## src/rtl/tefr_pkg.sv

```systemverilog
// Constants for the timer event flag and request logic
package tefr_pkg;

    // Register field width and bus address width
    localparam int REG_W = 8;
    localparam int ADDR_W = 4;

    // Register offsets
    localparam logic [ADDR_W-1:0] OFS_FLAGS = 4'h0;
    localparam logic [ADDR_W-1:0] OFS_MODE = 4'h1;
    localparam logic [ADDR_W-1:0] OFS_XMODE = 4'h2;
    localparam logic [ADDR_W-1:0] OFS_INT_STATUS = 4'h3;
    localparam logic [ADDR_W-1:0] OFS_INT_CLEAR = 4'h4;

    // Event register fields
    localparam int FLAG_CAP_BIT = 0;
    localparam int FLAG_REF_BIT = 1;

    // Mode register fields
    localparam int MODE_REF_REQUEST_ENABLE_BIT = 4;
    localparam int MODE_CE_LSB = 6;
    localparam int MODE_CE_MSB = 7;

    // Extended mode register fields
    localparam int XMODE_DMA_BIT = 7;

    // Reset values
    localparam logic [REG_W-1:0] RST_REG = 8'h00;
    localparam logic [1:0] RST_CE = 2'h0;

    // Capture edge selection
    typedef enum logic [1:0] {
        CE_NONE,
        CE_RISE,
        CE_FALL,
        CE_ANY
    } tefr_ce_type;

endpackage

```

## src/rtl/tefr_event_flag.sv

```systemverilog
// Sticky event flag with set priority over clear
`timescale 1ns/10ps
`default_nettype none

module tefr_event_flag (
    input wire logic clk, // System clock
    input wire logic rst_n, // Synchronised reset, active low
    input wire logic set, // Event strobe
    input wire logic clr, // Clear request
    output logic flag_q // Sticky flag
);

    // Set wins so an event landing on a clear is never lost
    always_ff @(posedge clk or negedge rst_n) begin
        if (!rst_n) begin
            flag_q <= 1'b0;
        end else if (set) begin
            flag_q <= 1'b1;
        end else if (clr) begin
            flag_q <= 1'b0;
        end
    end

endmodule
`default_nettype wire

```

## src/rtl/tefr_req_route.sv

```systemverilog
// Gates one flag by its enable and routes it to interrupt or DMA
`timescale 1ns/10ps
`default_nettype none

module tefr_req_route (
    input wire logic flag, // Event flag
    input wire logic enable, // Request enable for this flag
    input wire logic dma_sel, // High routes to DMA, low to interrupt
    output logic irq_cond, // Interrupt condition
    output logic dma_cond // DMA condition
);

    // Enable gates only the request; the flag itself is untouched here
    assign irq_cond = flag && enable && !dma_sel;
    assign dma_cond = flag && enable && dma_sel;

endmodule
`default_nettype wire

```

## src/rtl/tefr_top.sv

```systemverilog
// Event flags, mode bits and request outputs of one timer channel
//
// The strobed register port and the register addresses were left to the implementer.
`timescale 1ns/10ps
`default_nettype none

// Behaviour
// Count equals reference sets reference flag
// Capture event sets the capture flag
// Flags set regardless of any enable
// Writing one clears a flag, zero keeps
// One write may clear both flags
// Interrupt level holds until flag cleared
// Handler should clear flags early
// DMA acknowledge clears both flags
// Reference request gated by enable, routed
// Edge field: none, rise, fall, any
// Nonzero edge field requests on capture flag
// DMA select routes both requests
// Outputs OR conditions; reserved bits zero
// Set wins over a coinciding clear
module tefr_top #(
    parameter int ADDR_W = tefr_pkg::ADDR_W, // Register address width
    parameter int DATA_W = tefr_pkg::REG_W // Register data width
) (
    input wire logic CLK_SYS, // System clock, 20 MHz
    input wire logic RSTN, // Asynchronous reset, active low
    input wire logic [ADDR_W-1:0] REG_ADDR, // Register address
    input wire logic [DATA_W-1:0] REG_WDATA, // Write data
    input wire logic REG_WR, // Write strobe
    input wire logic REG_RD, // Read strobe
    output logic [DATA_W-1:0] REG_RDATA, // Read data, cycle after strobe
    input wire logic MATCH_EVT, // Count reached reference, pulse
    input wire logic CAPTURE_EVT, // Capture edge seen, pulse
    input wire logic DMA_ACK, // DMA transfer acknowledge, pulse
    output logic [1:0] CAPTURE_EDGE_SEL, // Edge selection to capture logic
    output logic IRQ_REQ, // Interrupt request level
    output logic DMA_REQ // DMA request level
);

    // Refuse shapes the decode cannot serve
    if (DATA_W < tefr_pkg::REG_W) begin : g_chk_data
        $error("DATA_W must be at least eight bits");
    end
    if (ADDR_W < tefr_pkg::ADDR_W) begin : g_chk_addr
        $error("ADDR_W too narrow for the register map");
    end

    logic rst_meta_q;
    logic rst_n_q;
    logic rst_n;
    logic ref_flag;
    logic cap_flag;
    logic ref_en_q;
    logic [1:0] ce_q;
    logic dma_sel_q;
    logic cap_en;
    logic ref_irq;
    logic ref_dma;
    logic cap_irq;
    logic cap_dma;
    logic wr_flags;
    logic wr_clear;
    logic clr_ref;
    logic clr_cap;
    logic irq_q;
    logic irq_d;
    logic dma_q;
    logic dma_d;
    logic [DATA_W-1:0] rdata_q;
    logic [DATA_W-1:0] rdata_d;
    logic [tefr_pkg::REG_W-1:0] flags_view;
    logic [tefr_pkg::REG_W-1:0] mode_view;
    logic [tefr_pkg::REG_W-1:0] xmode_view;
    tefr_pkg::tefr_ce_type ce_mode;

    // Reset release through two flops; assertion stays asynchronous
    always_ff @(posedge CLK_SYS or negedge RSTN) begin
        if (!RSTN) begin
            rst_meta_q <= 1'b0;
            rst_n_q <= 1'b0;
        end else begin
            rst_meta_q <= 1'b1;
            rst_n_q <= rst_meta_q;
        end
    end
    assign rst_n = rst_n_q;

    // Write decode
    assign wr_flags = REG_WR && (REG_ADDR == tefr_pkg::OFS_FLAGS);
    assign wr_clear = REG_WR && (REG_ADDR == tefr_pkg::OFS_INT_CLEAR);

    // Clears from software ones or from the DMA acknowledge
    assign clr_ref = ((wr_flags || wr_clear) && REG_WDATA[tefr_pkg::FLAG_REF_BIT])
        || DMA_ACK;
    assign clr_cap = ((wr_flags || wr_clear) && REG_WDATA[tefr_pkg::FLAG_CAP_BIT])
        || DMA_ACK;

    // Reference flag, set by match with no enable in the path
    tefr_event_flag u_ref_flag (
        .clk(CLK_SYS),
        .rst_n(rst_n),
        .set(MATCH_EVT),
        .clr(clr_ref),
        .flag_q(ref_flag)
    );

    // Capture flag, set by capture with no enable in the path
    tefr_event_flag u_cap_flag (
        .clk(CLK_SYS),
        .rst_n(rst_n),
        .set(CAPTURE_EVT),
        .clr(clr_cap),
        .flag_q(cap_flag)
    );

    // Mode bits: edge selection and reference request enable
    always_ff @(posedge CLK_SYS or negedge rst_n) begin
        if (!rst_n) begin
            ce_q <= tefr_pkg::RST_CE;
            ref_en_q <= 1'b0;
        end else if (REG_WR && (REG_ADDR == tefr_pkg::OFS_MODE)) begin
            ce_q <= REG_WDATA[tefr_pkg::MODE_CE_MSB:tefr_pkg::MODE_CE_LSB];
            ref_en_q <= REG_WDATA[tefr_pkg::MODE_REF_REQUEST_ENABLE_BIT];
        end
    end

    // DMA select, one bit shared by both request sources
    always_ff @(posedge CLK_SYS or negedge rst_n) begin
        if (!rst_n) begin
            dma_sel_q <= 1'b0;
        end else if (REG_WR && (REG_ADDR == tefr_pkg::OFS_XMODE)) begin
            dma_sel_q <= REG_WDATA[tefr_pkg::XMODE_DMA_BIT];
        end
    end

    // Any edge choice other than none enables the capture request
    assign ce_mode = tefr_pkg::tefr_ce_type'(ce_q);
    always_comb begin
        unique case (ce_mode)
            tefr_pkg::CE_NONE: cap_en = 1'b0;
            tefr_pkg::CE_RISE: cap_en = 1'b1;
            tefr_pkg::CE_FALL: cap_en = 1'b1;
            tefr_pkg::CE_ANY: cap_en = 1'b1;
        endcase
    end

    // Request routing for the reference flag
    tefr_req_route u_ref_route (
        .flag(ref_flag),
        .enable(ref_en_q),
        .dma_sel(dma_sel_q),
        .irq_cond(ref_irq),
        .dma_cond(ref_dma)
    );

    // Request routing for the capture flag
    tefr_req_route u_cap_route (
        .flag(cap_flag),
        .enable(cap_en),
        .dma_sel(dma_sel_q),
        .irq_cond(cap_irq),
        .dma_cond(cap_dma)
    );

    // Outputs are ORs of the routed conditions
    assign irq_d = ref_irq || cap_irq;
    assign dma_d = ref_dma || cap_dma;

    // Registered requests; one cycle late but glitch free at the pins
    always_ff @(posedge CLK_SYS or negedge rst_n) begin
        if (!rst_n) begin
            irq_q <= 1'b0;
            dma_q <= 1'b0;
        end else begin
            irq_q <= irq_d;
            dma_q <= dma_d;
        end
    end

    // Register views, unused bits held at zero
    always_comb begin
        flags_view = tefr_pkg::RST_REG;
        flags_view[tefr_pkg::FLAG_REF_BIT] = ref_flag;
        flags_view[tefr_pkg::FLAG_CAP_BIT] = cap_flag;
        mode_view = tefr_pkg::RST_REG;
        mode_view[tefr_pkg::MODE_CE_MSB:tefr_pkg::MODE_CE_LSB] = ce_q;
        mode_view[tefr_pkg::MODE_REF_REQUEST_ENABLE_BIT] = ref_en_q;
        xmode_view = tefr_pkg::RST_REG;
        xmode_view[tefr_pkg::XMODE_DMA_BIT] = dma_sel_q;
    end

    // Read mux; clear register and unmapped offsets read zero
    always_comb begin
        rdata_d = '0;
        if (REG_RD) begin
            unique case (REG_ADDR)
                tefr_pkg::OFS_FLAGS: rdata_d[tefr_pkg::REG_W-1:0] = flags_view;
                tefr_pkg::OFS_INT_STATUS: rdata_d[tefr_pkg::REG_W-1:0] = flags_view;
                tefr_pkg::OFS_MODE: rdata_d[tefr_pkg::REG_W-1:0] = mode_view;
                tefr_pkg::OFS_XMODE: rdata_d[tefr_pkg::REG_W-1:0] = xmode_view;
                default: rdata_d = '0;
            endcase
        end
    end

    // Read data stands only in the cycle after the strobe
    always_ff @(posedge CLK_SYS or negedge rst_n) begin
        if (!rst_n) begin
            rdata_q <= '0;
        end else begin
            rdata_q <= rdata_d;
        end
    end

    assign REG_RDATA = rdata_q;
    assign IRQ_REQ = irq_q;
    assign DMA_REQ = dma_q;
    assign CAPTURE_EDGE_SEL = ce_q;
endmodule
`default_nettype wire

```

## config.mk

```make
export PLATFORM = sky130hd
export DESIGN_NAME = tefr_top
export DESIGN_NICKNAME = d
export VERILOG_FILES = /design/src/rtl/tefr_pkg.sv /design/src/rtl/tefr_event_flag.sv /design/src/rtl/tefr_req_route.sv /design/src/rtl/tefr_top.sv
export SDC_FILE = /design/constraint.sdc
export NUM_CORES = 1
export LEC_CHECK = 0
export ABC_AREA = 0
export ABC_CLOCK_PERIOD_IN_PS = 1800
export BUFFER_PORTS_ARGS = -buffer_cell sky130_fd_sc_hd__buf_2
export CAP_MARGIN = 20
export CORE_MARGIN = 3
export CORE_UTILIZATION = 46
export CTS_CLUSTER_SIZE = 8
export DETAILED_ROUTE_END_ITERATION = 8
export MAX_ROUTING_LAYER = met4
export PLACE_DENSITY = 0.77
export SKIP_LAST_GASP = 1
export SLEW_MARGIN = 20
export SYNTH_ARGS = -nofsm -noshare
export SYNTH_HDL_FRONTEND = slang
export SYNTH_HIERARCHICAL = 1
export SYNTH_SLANG_ARGS = --single-unit
```

## constraint.sdc

```tcl
create_clock -name CLK_SYS -period 1.8 [get_ports CLK_SYS]
set_clock_uncertainty 0.2 [all_clocks]
set_input_delay 0.09 -clock CLK_SYS [delete_from_list [all_inputs] [get_ports CLK_SYS]]
set_output_delay 0.09 -clock CLK_SYS [all_outputs]
set_load 0.02 [all_outputs]
```

After elaboration in Yosys (flattened, before gate mapping)
Index checks and enable logic that the tools add are counted.
Cells by class
  eq/ne operators: 7
  mux-type cells: 7
  reductions and logical operators: 24
Operator list (count)
  8-bit one-hot mux with 3 select lines: 1
  1-bit logical AND: 12
  4-bit by 2-bit equality test with 1-bit output, second input constant: 2
  8-bit two-way mux: 1
  1-bit logical OR: 5
  2-bit equality test, second input constant: 2
  4-bit by 1-bit equality test with 1-bit output, second input constant: 1
  4-bit by 3-bit equality test with 1-bit output, second input constant: 1
  4-bit logical NOT: 1
  1-bit two-way mux: 4
  2-bit nonzero test: 2
  3-bit OR reduction: 1
  2-bit by 1-bit equality test with 1-bit output, second input constant: 1
  2-bit logical NOT: 1
  1-bit one-hot mux with 2 select lines: 1
  2-bit OR reduction: 1
  1-bit logical NOT: 1
Word-level totals
  bits in registers: 18
  output and inout port bits: 12
  logic and storage cells: 48

Depth between registers and ports, before layout
  depth after elaboration: 7
  gate-level depth with buffers: 4
  mapped depth without buffers: 4

Hierarchy
Netlist, hierarchy kept.
Modules (own cells, without submodules)
  tefr_top: instances 1, cells each 42, area an instance 545.5 um^2, sequential area each 325.3 um^2
  tefr_event_flag: instances 2, cells each 3, area an instance 36.3 um^2, sequential area each 25.0 um^2
  tefr_req_route: instances 2, cells each 2, area an instance 16.3 um^2, sequential area each 0.0 um^2

Worst setup path before layout
Ideal clock, no wire load.
  kind: reg-to-reg
  start: register ce_q[0] (netlist: CAPTURE_EDGE_SEL[0])
  end: register irq_q (netlist: IRQ_REQ)
  setup time: 0.127 ns
  arrival: 1.197 ns
  required time: 1.473 ns
  slack: 0.276 ns
  stages on the path, launching flop included: 4
  path through: dfrtp_1 > or2_2 > and3b_1 > or2_2
Between the ends
  cells in the longest elaborated chain, start to end: 6
  elaborated cells between the ends (all ways): 9
  classes of those cells: 3 x eq/ne; 1 x mux; 5 x reduce/logical
RTL lines
  start, declared: line tefr_top.sv:55  | logic [1:0] ce_q;
  start signal, assigned: line tefr_top.sv:120  | ce_q <= tefr_pkg::RST_CE;
  start signal, assigned: line tefr_top.sv:123  | ce_q <= REG_WDATA[tefr_pkg::MODE_CE_MSB:tefr_pkg::MODE_CE_LSB];
  2-bit equality test or 2-bit by 1-bit equality test with 1-bit output (tied branches): line tefr_top.sv:140  | unique case (ce_mode)
  3-bit OR reduction (no source line)
  1-bit one-hot mux with 2 select lines *: line tefr_top.sv:140
  named net cap_en: line tefr_top.sv:57  | logic cap_en;
  1-bit logical AND * (2 in series): line tefr_req_route.sv:14  | assign irq_cond = flag && enable && !dma_sel;
  named net cap_irq: line tefr_top.sv:60  | logic cap_irq;
  1-bit logical OR *: line tefr_top.sv:167  | assign irq_d = ref_irq || cap_irq;
  named net irq_d: line tefr_top.sv:67  | logic irq_d;
  end signal, assigned: line tefr_top.sv:176  | irq_q <= irq_d;
  end, declared: line tefr_top.sv:66  | logic irq_q;
The timed path passes the listed nets; every way through them passes the cells marked *.
A chain may end at the register's enable or synchronous reset.

Worst setup path after layout
  start: input REG_ADDR[1]
  end: register u_ref_flag.flag_q
Between the ends
  cells in the longest elaborated chain, start to end: 6
  elaborated cells between the ends (all ways): 8
  classes of those cells: 1 x eq/ne; 7 x reduce/logical
RTL lines
  start, declared: line tefr_top.sv:28  | input wire logic [ADDR_W-1:0] REG_ADDR,
  4-bit by 3-bit equality test with 1-bit output or 4-bit logical NOT (tied branches): line tefr_top.sv:91, tefr_top.sv:90
  1-bit logical AND (on tied branches): line tefr_top.sv:91, tefr_top.sv:90
  1-bit logical OR *: line tefr_top.sv:94  | assign clr_ref = ((wr_flags || wr_clear) && REG_WDATA[tefr_pkg::FLAG_REF_BIT])
  1-bit logical AND *: line tefr_top.sv:94
  1-bit logical OR *: line tefr_top.sv:95  | || DMA_ACK;
  named net clr_ref: line tefr_top.sv:64  | logic clr_ref;
  2-bit nonzero test (no source line) *
  end signal, assigned: line tefr_event_flag.sv:16  | flag_q <= 1'b0;
  end signal, assigned: line tefr_event_flag.sv:18  | flag_q <= 1'b1;
  end signal, assigned: line tefr_event_flag.sv:20  | flag_q <= 1'b0;
  end, declared: line tefr_event_flag.sv:10  | output logic flag_q
Marked as above.

==> run metrics <==
Clock Sinks=15; first-pass GRT wire length=2280 um; most common cell after layout, fill and taps aside=buf_2; total global routing overflow=0; final std cells w/o fill=104; dpl hpwl=882 um; share of layout cells above drive strength 1=43.3%; synth unique cells=20; vias in the first global route=523; CTS buffer count=3; placed insts=89; drt drc=0; Placer Congestion=0.727; RSZ-0062 raised after global routing=false; Sw Share=27.4%; Worst-Margin Slew=0.515 ns; initial antenna violation count=0; Synthesis Warnings=6; PostCTS Resize Cnt=0; Die ar.=0.00190 mm^2; Combinational Power Share=23.4%; Critical Path AT=1.52 ns; Syn Area/Cell=12.5 um^2; Tot GR Track Use=16.4%; clock share of power=23.5%; Power Dens Cells=849 mW/mm^2; H-tree depth=1; number of fill cells=80; DR vias=509; DRT Pass-1 Iters=3; commonest non-fill, non-tap cells in the layout=buf_2, dfrtp_1, dlygate4sd3_1; CTS tree=yes; CTS root buffer=clkbuf_4; post-route minimum period=1.57 ns; P&R area growth vs syn=39.8%; 1st-iter DRT viols=5; element type at the critical path end=flip-flop; I/O pin count=31; nets=110; outcome=finished clean; fin. max-slew vios=0; Port Buffer Count=24; WL final=1320 um; largest net degree at the start of global routing=14; CP required=1.75 ns; Internal=560 uW; Setup TNS=0 ns; Max-slew headroom=65.7%; WS Path Type=in -> reg; Hold Crit Class=reg -> async; Flop pwr share=53.1%; row cnt=12; VDD IR max=538 uV; # Max-Cap Violations=0; P_leak=0.000501 uW; ant diodes=0; post-synthesis sequential area ratio=57.7%; register area=375 um^2; critical path peak fanout=4; Die X=43.6 um; postcts setup bufs=0; Net Switching=212 uW; Via density=4.89; Core Footprint=0.00122 mm^2; WHS=0.00760 ns; clock slew at reported path FFs=0.08 ns; clk buf depth=2; final worst path period share=87.2%; later-pin clock latency in the skew report=0.27 ns; Worst setup SP type=input port; area occupied by multi-input gates=253 um^2; Final setup viols=0; starting density of the core=53.5%; Die Y=43.6 um; Max Clock Freq=637 MHz; drt wl/cell=12.7 um; synthesized area=651 um^2; final hold vios=0; post-synthesis instance total=52; Yosys reg bits=15; post-route ant nets=0
critical path: stages:
cell	delay (ns)
buf_2	0.13
nor4b_1	0.40
a21o_1	0.17
inv_1	0.04
a21o_1	0.14
dlygate4sd3_1	0.55
cell usage after synthesis:
library cell,instances,area (um^2)
inv_1,2,7.51
and2_1,3,18.8
and3_2,2,15.0
a22oi_1,1,7.51
and3_1,2,12.5
nand4b_1,1,8.76
nand3_1,1,5.00
and2b_1,1,7.51
nor2b_4,1,13.8
nor2_1,2,7.51
conb_1,2,7.51
dfrtp_1,15,375
a21o_1,4,30.0
mux2_2,4,45.0
nor4b_1,1,8.76
nor3_2,1,10.0
buf_4,3,22.5
or3b_4,1,11.3
and3b_1,2,17.5
or2_2,3,18.8
power groups by stage:
stage / Clock, uW / Combinational (uW) / Sequential [uW]
2_1_floorplan: 0 / 77.1 / 443
3_3_place_gp: 0 / 156 / 414
3_5_place_dp: 0 / 160 / 417
4_1_cts: 187 / 179 / 410
5_1_grt: 202 / 197 / 415
6_report: 181 / 180 / 410
final timing paths:
kind                                            startpoint                         endpoint  slack (ns)  depth (start not counted)
max                                            REG_ADDR[1]    u_ref_flag/flag_q$_DFFE_PN0P_        0.23                          6
min                                        rst_n$_DFF_PN0_  CAPTURE_EDGE_SEL[1]$_DFFE_PN0P_       0.008                          0
max reg2reg                CAPTURE_EDGE_SEL[0]$_DFFE_PN0P_                DMA_REQ$_DFF_PN0_        0.30                          3
min reg2reg                                rst_n$_DFF_PN0_  CAPTURE_EDGE_SEL[1]$_DFFE_PN0P_       0.008                          0
max in group asynchronous                             RSTN             rst_meta_q$_DFF_PN0_        0.82                          3
min in group CLK_SYS                                REG_WR            dma_sel_q$_DFFE_PN0P_        0.01                          3
through the flow:
step	total power [uW]	area [um^2]	util [%]	setup WS, ns
final	772	910	74.8	0.230
after global routing	815	910	74.8	0.160
after CTS	777	910	74.8	0.0105
after detailed placement	577	773	63.6	0.319
after global placement	570	773	63.6	0.336
after floorplan	520	658	-	0.276
kinds of logic (layout without fill, tap and decap cells):
logic type             count (synthesis)  in the layout  share of synthesized area (%)
other                                  2              4                           1.15
buffers and inverters                  5             41                           4.62
AND/OR/NAND/NOR                       21             21                           23.8
multiplexers                           4              4                           6.92
flip-flops                            15             15                           57.7
AO/OA/AOI/OAI                          5              5                           5.77
layout make-up:
class,count,area share [%]
timing repair buffer,35,25.3
multi-input combinational,34,27.8
tap,14,1.93
sequential,15,41.3
inverter,2,0.825
clock buffer,4,2.89
registers in the layout (all words and copies together), names as in the netlist:
signal and cells:
REG_RDATA 5, CAPTURE_EDGE_SEL 2, DMA_REQ 1, IRQ_REQ 1
dma_sel_q 1, ref_en_q 1, rst_meta_q 1, rst_n 1
u_cap_flag/flag_q 1, u_ref_flag/flag_q 1
per-layer routing:
layer	track usage (%)	share of wire [%]
met1	16.8	39
met2	29.9	52
met3	4.15	6.7
met4	5.42	1.7
met5	-	0
what timing repair did:
item,CTS,global route
endpoints found under the setup margin,0,1
hold endpoints to repair,9,1
hold buffers,11,1
Note: power is estimated with default switching activity, not from simulation.
